--- config.mk ---
export PLATFORM = sky130hd
export DESIGN_NAME = scfg_regs
export DESIGN_NICKNAME = d
export VERILOG_FILES = /design/src/design/scfg_pkg.sv /design/src/design/scfg_regs.sv
export SDC_FILE = /design/constraint.sdc
export NUM_CORES = 1
export LEC_CHECK = 0
export BUFFER_PORTS_ARGS = -buffer_cell sky130_fd_sc_hd__buf_4
export CORE_ASPECT_RATIO = 0.75
export CORE_UTILIZATION = 38
export DETAILED_ROUTE_END_ITERATION = 10
export GPL_TIMING_DRIVEN = 1
export PLACE_DENSITY_LB_ADDON = 0.25
export SYNTH_ARGS = -nofsm -noshare
export SYNTH_HDL_FRONTEND = slang
export SYNTH_SLANG_ARGS = --single-unit
--- constraint.sdc ---
create_clock -name ref_clk -period 1.9 [get_ports ref_clk]
set_input_delay 0.19 -clock ref_clk [delete_from_list [all_inputs] [get_ports ref_clk]]
set_output_delay 0.19 -clock ref_clk [all_outputs]
set_load 0.03 [all_outputs]
--- src/design/scfg_pkg.sv ---
// Constants shared by the step-3 routing and calibration configuration bank
// Summary of operation
// - Route code: 00 none, 01-11 modulators 0-2
// - Low route register resets diodes 3..0 to 00,10,01,00
// - High route: diode5 bits3:2, diode4 bits1:0
// - Repeat rate: 00 never, nth, FF once
// - Count rounds or steps per step-enable
// - Bit 7 enables residual calibration on nth
// - Residual calibration only in first step
// - Bit 6 enables auto-zero calibration on nth
// - Bit 4: recalibrate after gain change
package scfg_pkg;
  localparam logic [7:0] ROUTE_LOW_ADDR   = 8'hE2;
  localparam logic [7:0] ROUTE_HIGH_ADDR  = 8'hE3;
  localparam logic [7:0] REPEAT_ADDR      = 8'hE4;
  localparam logic [7:0] CAL_FLAGS_ADDR   = 8'hE6;

  localparam logic [7:0] ROUTE_LOW_RESET  = 8'h24;
  localparam logic [3:0] ROUTE_HIGH_RESET = 4'h3;
  localparam logic [7:0] REPEAT_RESET     = 8'hFF;
  localparam logic [3:0] CAL_FLAGS_RESET  = 4'hD;
  localparam logic [3:0] CAL_FLAGS_RSVD   = 4'h3;

  localparam logic [7:0] REPEAT_NEVER     = 8'h00;
  localparam logic [7:0] REPEAT_ONCE      = 8'hFF;

  localparam int RESIDUAL_BIT  = 7;
  localparam int AUTOZERO_BIT  = 6;
  localparam int AGC_BIT       = 5;
  localparam int GAIN_RECAL_BIT = 4;

  localparam int DIODES     = 6;
  localparam int MODULATORS = 3;
  localparam logic [1:0] ROUTE_NONE = 2'h0;
endpackage

--- src/design/scfg_regs.sv ---
// Step-3 diode routing and modulator calibration scheduling register bank
module scfg_regs
  import scfg_pkg::*;
(
  input  wire logic                  ref_clk,
  input  wire logic                  rst_n,
  input  wire logic [7:0]            reg_addr,
  input  wire logic                  reg_wr,
  input  wire logic [7:0]            reg_wdata,
  input  wire logic                  reg_rd,
  output logic      [7:0]            reg_rdata,
  input  wire logic                  meas_start,
  input  wire logic                  round_start,
  input  wire logic                  step_start,
  input  wire logic                  first_step,
  input  wire logic                  step_enable,
  input  wire logic                  gain_changed,
  output logic      [DIODES-1:0]     mod_diodes [MODULATORS],
  output logic                       calib_due,
  output logic                       residual_cal,
  output logic                       autozero_cal,
  output logic                       agc_cal,
  output logic                       gain_recal
);

  logic [7:0] route_low;
  logic [3:0] route_high;
  logic [7:0] repeat_rate;
  logic [3:0] cal_flags;
  logic [7:0] iter_cnt;
  logic       once_done;
  logic       gain_pending;
  logic       count_event;
  logic       next_due;
  logic [2*DIODES-1:0] route_all;

  // Two-bit route code of one diode to the modulator it feeds
  function automatic logic route_hits(input logic [1:0] code,
                                      input int         modulator);
    return (code != ROUTE_NONE) && (int'(code) == modulator + 1);
  endfunction

  // Register writes; reserved bits are never stored
  always_ff @(posedge ref_clk) begin
    if (!rst_n) begin
      route_low   <= ROUTE_LOW_RESET;
      route_high  <= ROUTE_HIGH_RESET;
      repeat_rate <= REPEAT_RESET;
      cal_flags   <= CAL_FLAGS_RESET;
    end else if (reg_wr) begin
      unique case (reg_addr)
        ROUTE_LOW_ADDR:  route_low   <= reg_wdata;
        ROUTE_HIGH_ADDR: route_high  <= reg_wdata[3:0];
        REPEAT_ADDR:     repeat_rate <= reg_wdata;
        CAL_FLAGS_ADDR:  cal_flags   <= reg_wdata[7:4];
        default: ;
      endcase
    end
  end

  // Registered read data; unmapped addresses read zero
  always_ff @(posedge ref_clk) begin
    if (!rst_n) begin
      reg_rdata <= 8'h00;
    end else if (reg_rd) begin
      unique case (reg_addr)
        ROUTE_LOW_ADDR:  reg_rdata <= route_low;
        ROUTE_HIGH_ADDR: reg_rdata <= {4'h0, route_high};
        REPEAT_ADDR:     reg_rdata <= repeat_rate;
        CAL_FLAGS_ADDR:  reg_rdata <= {cal_flags, CAL_FLAGS_RSVD};
        default:         reg_rdata <= 8'h00;
      endcase
    end
  end

  assign route_all = {route_high, route_low};

  // Diode-to-modulator connection masks for step 3
  for (genvar m = 0; m < MODULATORS; m++) begin : g_mod
    for (genvar d = 0; d < DIODES; d++) begin : g_diode
      assign mod_diodes[m][d] = route_hits(route_all[2*d +: 2], m);
    end
  end

  // Iterations are rounds or single steps, chosen by step_enable
  assign count_event = step_enable ? step_start : round_start;

  always_comb begin
    next_due = 1'b0;
    if (count_event) begin
      if (repeat_rate == REPEAT_ONCE) begin
        next_due = !once_done;
      end else if (repeat_rate != REPEAT_NEVER) begin
        next_due = (iter_cnt == repeat_rate - 8'h01);
      end
    end
  end

  // Iteration counter, restarted with each measurement
  always_ff @(posedge ref_clk) begin
    if (!rst_n) begin
      iter_cnt  <= 8'h00;
      once_done <= 1'b0;
    end else if (meas_start) begin
      iter_cnt  <= 8'h00;
      once_done <= 1'b0;
    end else if (count_event) begin
      once_done <= 1'b1;
      iter_cnt  <= next_due ? 8'h00 : iter_cnt + 8'h01;
    end
  end

  // Calibration requests, one-cycle pulses after the counted event
  always_ff @(posedge ref_clk) begin
    if (!rst_n) begin
      calib_due    <= 1'b0;
      residual_cal <= 1'b0;
      autozero_cal <= 1'b0;
      agc_cal      <= 1'b0;
    end else begin
      calib_due    <= next_due;
      residual_cal <= next_due && cal_flags[RESIDUAL_BIT-4]
                      && first_step;
      autozero_cal <= next_due && cal_flags[AUTOZERO_BIT-4];
      agc_cal      <= next_due && cal_flags[AGC_BIT-4];
    end
  end

  // Gain change is held until the next step begins
  always_ff @(posedge ref_clk) begin
    if (!rst_n) begin
      gain_pending <= 1'b0;
      gain_recal   <= 1'b0;
    end else begin
      gain_recal <= step_start && cal_flags[GAIN_RECAL_BIT-4]
                    && (gain_pending || gain_changed);
      if (step_start) begin
        gain_pending <= 1'b0;
      end else if (gain_changed) begin
        gain_pending <= 1'b1;
      end
    end
  end
endmodule

**After elaboration in Yosys (flattened, before gate mapping)**

Index checks and enable logic that the tools add are counted.

- Word-level logic and storage cells: 85
- Flip-flop bits (word level): 47
- Bits of input ports: 26

- Eq/ne operators: 24
- Multiplexer cells: 6
- Reduce and logical (&&, ||, !) cells: 39
- Add/subtract/negate cells: 2
- Bitwise operators: 1

Operators by type and width:

| kind | number |
|---|---|
| equality test 8 bit (second input constant) | 5 |
| case mux 8 bit (4 select lines) | 1 |
| equality test 2 bit (second input constant) | 12 |
| logical AND 1 bit | 24 |
| equality test 2 x 1 -> 1 bit (second input constant) | 6 |
| nonzero test 2 bit | 6 |
| adder 8 x 1 -> 8 bit (second input constant) | 1 |
| equality test 8 bit | 1 |
| 2-to-1 mux 8 bit | 1 |
| AND reduction 2 bit | 4 |
| nonzero test 8 bit | 1 |
| subtractor 8 x 1 -> 8 bit (second input constant) | 1 |
| 2-to-1 mux 1 bit | 4 |
| OR reduction 2 bit | 2 |
| zero test 1 bit | 1 |
| logical OR 1 bit | 1 |
| inverter 1 bit | 1 |

**Longest topological paths before layout**

Gate-level depths: netlist (run 1).

- Depth in word-level cells: 7
- Gate-level depth with buffers: 8
- Depth with buffers taken out: 7

**Worst setup path after synthesis (run 1)**

OpenSTA, ideal clock, no wires.

- Path kind: reg2reg
- Start: register repeat_rate[2]
- End: register autozero_cal
- Stages on the path, launching flop included: 8
- Setup slack: -0.023 ns
- Period minus slack after synthesis: 1.923 ns
- Data arrival time: 1.861 ns
- Buffers on the path: 2
- Data required time: 1.839 ns
- Path through: dfxtp_1 -> buf_6 -> or4_4 -> a311oi_2 -> nand3_1 -> o31ai_2 -> buf_4 -> and4_1

- Longest elaborated chain between the ends: 6
- Elaborated cells on any way between the ends: 8
- Classes of those cells: add/sub: 1; eq/ne: 2; mux: 3; reduce/logical: 2

RTL lines:

| item | line | text |
|---|---|---|
| from (decl) | scfg_regs.sv:28 | `logic [7:0] repeat_rate;` |
| from (signal assigned) | scfg_regs.sv:54 | `REPEAT_ADDR: repeat_rate <= reg_wdata;` |
| subtractor 8 x 1 -> 8 bit | scfg_regs.sv:94 | `next_due = (iter_cnt == repeat_rate - 8'h01);` |
| equality test 8 bit | scfg_regs.sv:94 |  |
| 2-to-1 mux 1 bit | scfg_regs.sv:93 | `end else if (repeat_rate != REPEAT_NEVER) begin` |
| 2-to-1 mux 1 bit * | scfg_regs.sv:91 | `if (repeat_rate == REPEAT_ONCE) begin` |
| 2-to-1 mux 1 bit * | scfg_regs.sv:90 | `if (count_event) begin` |
| logical AND 1 bit * | scfg_regs.sv:124 | `autozero_cal <= next_due && cal_flags[AUTOZERO_BIT-4];` |
| to (signal assigned) | scfg_regs.sv:124 |  |
| to (decl) | scfg_regs.sv:21 | `output logic autozero_cal,` |

Every way passes the cells marked *; elsewhere a longest branch is shown, timed or not.
A chain may end at the register's enable or synchronous reset.

**Final worst setup path (run 1)**

- Start: register repeat_rate[0]
- End: register autozero_cal

The elaborated chain is that of the path after synthesis.

==> results of run 1 <==
==> per-layer routing <==
layer	part of all wire, %	up-vias
met5	0	-
met4	1.6	0
met3	4.5	12
met2	43	49
met1	51	1069
li1	-	1143
==> placed cells by master (no fill, tap or decap), types with 3 or more instances in the layout <==
cell type  count
a22oi_1        8
clkbuf_8       5
nor2b_1       21
nor2_1         7
buf_4         78
dfxtp_2        3
inv_1          8
ha_1           3
a21oi_1        6
nand2_1       34
o21ai_0        4
and4_1         4
a21boi_0       6
dfxtp_1       44
xnor2_1        6
mux2i_1        9
nand3_1       18
a211oi_1       5
nand3b_1       4
o21a_1         4
o22ai_1        4
mux2_2         5
nand2b_1       5
xor2_1         5
and2_1        13
and3_1         3
==> state kept, by name, indices dropped and copies added, names as in the netlist <==
register / cells
once_done: 1
autozero_cal: 1
iter_cnt: 8
repeat_rate: 8
residual_cal: 1
route_low: 8
route_high: 4
reg_rdata: 8
gain_recal: 1
cal_flags: 4
gain_pending: 1
agc_cal: 1
calib_due: 1
==> critical path: cells and delay by family (launching register included) <==
kind,cells,cell delay [ns]
simple gates,2,0.32
flops,1,0.36
compound gates,2,0.51
buf+inv,2,0.22
fa+ha+maj,1,0.30
xor+xnor,1,0.14
==> stage by stage <==
step                hold WS [ns]  area, µm²  cells  setup TNS [ns]
floorplan                  0.262       2480    286               0
global placement           0.400       3080    425           -3.06
detailed placement         0.402       3080    425           -3.83
CTS                       0.0744       3220    434         -0.0606
global route              0.0758       3240    434          -0.625
finish                    0.0778       3240    434               0
==> worst max path at each step <==
stage	from	to	slack (ns)	depth (start not counted)
3_5_place_dp	repeat_rate[0]	residual_cal	-0.37	7
5_1_grt	repeat_rate[0]	agc_cal	-0.08	8
2_1_floorplan	repeat_rate[2]	iter_cnt[0]	0.003	7
3_3_place_gp	repeat_rate[1]	residual_cal	-0.31	5
4_1_cts	repeat_rate[1]	autozero_cal	-0.03	6
6_report	repeat_rate[0]	autozero_cal	0.003	8
==> area by class of cell <==
class | count | area share [%]
clock inverter | 3 | 0.696
sequential | 47 | 29.2
tap | 81 | 3.13
timing repair buffer | 79 | 18.7
inverter | 8 | 0.928
clock buffer | 5 | 2.13
multi-input combinational | 211 | 45.2
==> report_power, final <==
| group | total (mW) | switching [mW] | internal [mW] |
|---|---|---|---|
| combinational | 0.161 | 0.0874 | 0.0731 |
| clock | 0.629 | 0.362 | 0.267 |
| sequential | 0.998 | 0.00458 | 0.994 |
==> cell usage after synthesis (7+ instances only) <==
library cell and instances:
inv_1 8, dfxtp_1 47, a211oi_1 7, mux2i_1 9, nand2_1 34, nor2_1 7
clkbuf_1 16, a22oi_1 8, and2_1 13, nor2b_1 21, nand3_1 19
==> timing repair <==
action                     CTS  global route
buffers inserted             1             0
resized for setup            9             4
setup endpoints to repair   12            12
pin swaps                    3             1
hold buffers                 0             0
==> kinds of logic after synthesis <==
family,count (synthesis)
flops,47
fa+ha+maj,3
buf+inv,28
mux,14
simple gates,129
compound gates,53
xor+xnor,12
==> results.py, run 1 <==
metrics = {
    "global_routing": {
        "grt_pass1_wl_um": 9850,
        "use_met3_pct": 3.67,
        "busiest_layer": "met1",
        "antenna_found_initial": 0,
        "grt_max_degree": 37,
        "grt_pass1_vias": 2062,
        "met2_usage_pct": 26.6,
        "grt_overflow_total": 0,
        "track_usage_pct": 18.4,
        "use_met1_pct": 27.2,
    },
    "logic_synthesis": {
        "yosysWarnings": 0,
        "synth.cell_area_um2": 2480,
        "synth_cell_types": 52,
        "synthCells": 286,
        "synth_compound_area_share_pct": 15.9,
        "netlist.area_leader.share_pct": 37.9,
        "yosysTopAreaCell": "dfxtp_1",
        "synthMuxAreaShare_pct": 5.90,
        "synth_area_leaders": "dfxtp_1 38%, nor2b_1 5.3%, nand2_1 5.1%",
        "ys_seq_area_share_pct": 37.9,
        "syn_avg_cell_area_um2": 8.67,
        "ys.flop_type": "dfxtp_1",
        "synth-simple-area-share_pct": 29.1,
        "synth-seq-cells": 47,
        "synth_top_family_by_area": "simple AND/OR/NAND/NOR gates",
        "synth-xor-area-share_pct": 4.79,
        "yosys.area_share.adder_pct": 1.51,
        "synth_nets": 315,
        "synth-edff-count": 0,
        "postSynth.asyncResetShare_pct": 0,
    },
    "die": {
        "row_count": 25,
        "core_area_um2": 6290,
        "die_y_um": 72.0,
        "dieArea_um2": 6860,
        "dieWidth_um": 95.3,
        "initial_core_util_pct": 39.4,
        "ioPinCount": 57,
    },
    "route": {
        "first_pass_iters": 4,
        "vias_per_cell": 5.24,
        "wl_per_cell_um": 13.8,
        "ant_nets": 0,
        "vias": 2273,
        "route.detailed.drc": 0,
        "drt-initial-drc-count": 100,
        "routed_wl_um": 6000,
    },
    "final_layout": {
        "nets": 381,
        "multi_input_area_um2": 1460,
        "syn_to_final_growth_pct": 30.5,
        "layout-drive-gt1-share_pct": 30.9,
        "post-route-util_pct": 51.5,
        "regArea_um2": 945,
        "fillers": 620,
        "diodes": 0,
    },
    "sta": {
        "fin_skew_ns": 0.00714,
        "fin_crit_ns": 1.90,
        "drv_slew": 0,
        "worst_pin_slew_ns": 0.731,
        "relSlewSlack_pct": 51.2,
        "rsz0062_at_grt": "yes",
        "setup_ws_ns": 0.00295,
        "max_freq_mhz": 527,
        "setup_viol": 0,
        "hold_violations": 0,
        "period_share_pct": 99.8,
    },
    "cts": {
        "worst_skew_pair.late_latency_ns": 0.31,
        "cts_sinks": 47,
        "cts_buffer_depth": 2,
        "h-tree-depth": 2,
        "root_buffer": "clkbuf_8",
        "cts_tree": "built",
        "cts_buffers": 5,
        "cts.clk_slew.worst_paths_ns": 0.09,
    },
    "placement": {
        "post-place-ws_ns": -0.374,
        "gp_congestion": 0.821,
        "post-dp-hpwl_um": 4540,
        "port_buffers": 56,
    },
    "setup_path": {
        "reg2reg_to": "autozero_cal",
        "cpMaxStageDelayCell": "dfxtp_2",
        "start_kind": "flop",
        "cp.required_ns": 2.15,
        "cp_slowest_stage_delay_ns": 0.36,
        "reg2reg_depth": 8,
        "crit_fanout": 11,
        "path_class": "flop to flop",
        "endpoint_kind": "flop",
        "timing.rr.start": "repeat_rate[0]",
        "r2r_slack_ns": 0.003,
        "worst_ep_arrival_time_ns": 2.15,
        "path_cells": "inv_1 -> ha_1 -> xnor2_1 -> a311oi_2 -> nand3_2 -> o31ai_4 -> buf_12 -> and4_1",
    },
    "pwr": {
        "p_leak_nw": 1.28,
        "peakVddDrop_v": 0.000356,
        "power_density_nw_per_um2": 552,
        "totalPowerFinal_mw": 1.79,
    },
    "outcome": {
        "outcome": "finished, final reports clean",
    },
    "min_path": {
        "hold-path-endpoint": "gain_pending",
        "holdCritStartpoint": "step_start",
        "hold_class": "input port to flop",
        "holdPathStages": 2,
    },
    "job": {
        "cap_violations": 0,
    },
}
Power figures use the tool's default switching activity.
==> inputs of run 2 (changes only) <==
--- a/config.mk
+++ b/config.mk
@@ -7,7 +7,7 @@
 export LEC_CHECK = 0
 export BUFFER_PORTS_ARGS = -buffer_cell sky130_fd_sc_hd__buf_4
 export CORE_ASPECT_RATIO = 0.75
-export CORE_UTILIZATION = 38
+export CORE_UTILIZATION = 40
 export DETAILED_ROUTE_END_ITERATION = 10
 export GPL_TIMING_DRIVEN = 1
 export PLACE_DENSITY_LB_ADDON = 0.25
==> run 2 against run 1 <==
  * The run now ends with setup timing left
  * Clock power is 4.3% higher
  * Hold slack better by 0.00063 ns
  * Non-clock buffer count grew 3
  * Setup slack lost 0.065 ns
  * Largest cell class unchanged
==> results.py, run 2 (synthesis gave the netlist of run 1 again) <==
metrics = {
    "route": {
        "wl_met2_um": 2890,
        "drt-met1-wl_um": 3040,
        "ant_nets": 0,
        "routed.top_layer": "met4",
        "route.detailed.drc": 0,
        "vias_per_cell": 5.38,
        "routed_wl_um": 6380,
        "wl_per_cell_um": 14.7,
        "vias": 2334,
        "drt-initial-drc-count": 92,
        "first_pass_iters": 4,
        "met3_length_um": 306,
    },
    "setup_path": {
        "r2r_slack_ns": -0.06,
        "start_kind": "flop",
        "crit_fanout": 11,
        "cp_slowest_stage_delay_ns": 0.55,
        "startpoint": "repeat_rate[1]",
        "endpoint_kind": "flop",
        "worst-path-buf-inv": 1,
        "path_delay_family": "simple AND/OR/NAND/NOR gates",
        "worst_ep_arrival_time_ns": 2.18,
        "reg2reg_depth": 6,
        "path_cells": "or4_4 -> or3_1 -> nand3_2 -> o31ai_4 -> buf_12 -> o41ai_2",
        "cpMaxStageDelayCell": "or4_4",
        "path_class": "flop to flop",
        "crit_cells": 6,
        "timing.rr.start": "repeat_rate[1]",
        "reg2reg_to": "iter_cnt[0]",
        "crit_end": "iter_cnt[0]",
        "cp.required_ns": 2.11,
    },
    "final_layout": {
        "nets": 384,
        "syn_to_final_growth_pct": 31.9,
        "layout-drive-gt1-share_pct": 31.2,
        "diodes": 0,
        "design_area_um2": 3270,
        "layout_commonest_cell": "buf_4",
        "mostFrequentLayoutCells": "81 x buf_4, 44 x dfxtp_1, 34 x nand2_1",
    },
    "pwr": {
        "p_leak_nw": 1.29,
        "totalPowerFinal_mw": 1.81,
        "power_density_nw_per_um2": 555,
        "peakVddDrop_v": 0.000370,
    },
    "sta": {
        "drv_slew": 0,
        "setup_ws_ns": -0.0617,
        "fin_skew_ns": 0.00928,
        "period_share_pct": 103,
        "relSlewSlack_pct": 53.5,
        "worst_pin_slew_ns": 0.696,
        "max_freq_mhz": 510,
        "fin_crit_ns": 1.96,
        "holdWs_ns": 0.0784,
        "setup_viol": 8,
        "fin_setup_tns_ns": -0.232,
        "hold_violations": 0,
        "rsz0062_at_grt": "yes",
    },
    "placement": {
        "dpl_cell_area_um2": 3100,
        "post-dp-hpwl_um": 4680,
        "port_buffers": 56,
        "gp_congestion": 0.814,
    },
    "die": {
        "die_y_um": 70.2,
        "initial_core_util_pct": 42.1,
        "core_area_um2": 5890,
        "dieArea_um2": 6520,
        "ioPinCount": 57,
        "dieWidth_um": 92.9,
        "row_count": 24,
    },
    "outcome": {
        "outcome": "finished with violations",
        "failed_checks": "setup timing",
    },
    "min_path": {
        "holdPathStages": 2,
        "hold_class": "input port to flop",
    },
    "job": {
        "cap_violations": 0,
    },
    "cts": {
        "root_buffer": "clkbuf_8",
        "cts_sinks": 47,
        "cts_buffers": 5,
        "h-tree-depth": 2,
        "cts_buffer_depth": 2,
        "cts_tree": "built",
        "worst_skew_pair.late_latency_ns": 0.31,
        "cts.clk_slew.worst_paths_ns": 0.09,
        "cts-hold-fix-buffers": 0,
    },
    "global_routing": {
        "grt_max_degree": 37,
        "grt_pass1_vias": 2193,
        "track_usage_pct": 20.6,
        "grt_pass1_wl_um": 10500,
        "grt_overflow_total": 0,
        "antenna_found_initial": 0,
    },
}
-- run 2: power by group --
group | leakage (nW) | internal (mW) | switching, mW
Combinational | 0.861 | 0.0731 | 0.0889
Sequential | 0.379 | 0.992 | 0.00450
Clock | 0.0474 | 0.298 | 0.358
-- run 2: repair_timing --
| item | CTS | global route |
|---|---|---|
| resized for setup | 8 | 5 |
| gates cloned | 0 | 0 |
| setup buffers | 1 | 0 |
| pin swaps | 2 | 4 |
| setup endpoints to repair | 12 | 12 |
-- run 2: stage by stage --
step                      setup WS (ns)  cells  utilization [%]
after detailed placement         -0.410    425             52.6
after global placement           -0.351    425             52.6
final                           -0.0617    434             55.6
after floorplan                 0.00251    286                -
after global routing             -0.104    434             55.6
after CTS                       -0.0670    434             55.1
-- run 2: cell type report --
cell class                 count  area (µm²)
clock buffer                   6        82.6
clock inverter                 2        16.3
fill                         538        2610
inverter                       8        30.0
multi-input combinational    211        1470
sequential                    47         947
tap                           78        97.6
timing repair buffer          82         628
-- run 2: worst min path at each step --
stage / from / to / slack [ns]
floorplan: step_start / gain_pending / 0.26
global placement: step_start / gain_pending / 0.40
detailed placement: step_start / gain_pending / 0.40
CTS: step_start / gain_pending / 0.07
global route: step_start / gain_pending / 0.08
finish: step_start / gain_pending / 0.08
-- run 2: per-layer routing --
| layer | vias up | global-route usage [%] |
|---|---|---|
| met5 | - | 0 |
| met4 | 0 | 9.23 |
| met3 | 14 | 4.47 |
| met2 | 66 | 31.3 |
| met1 | 1104 | 27.9 |
| li1 | 1150 | - |
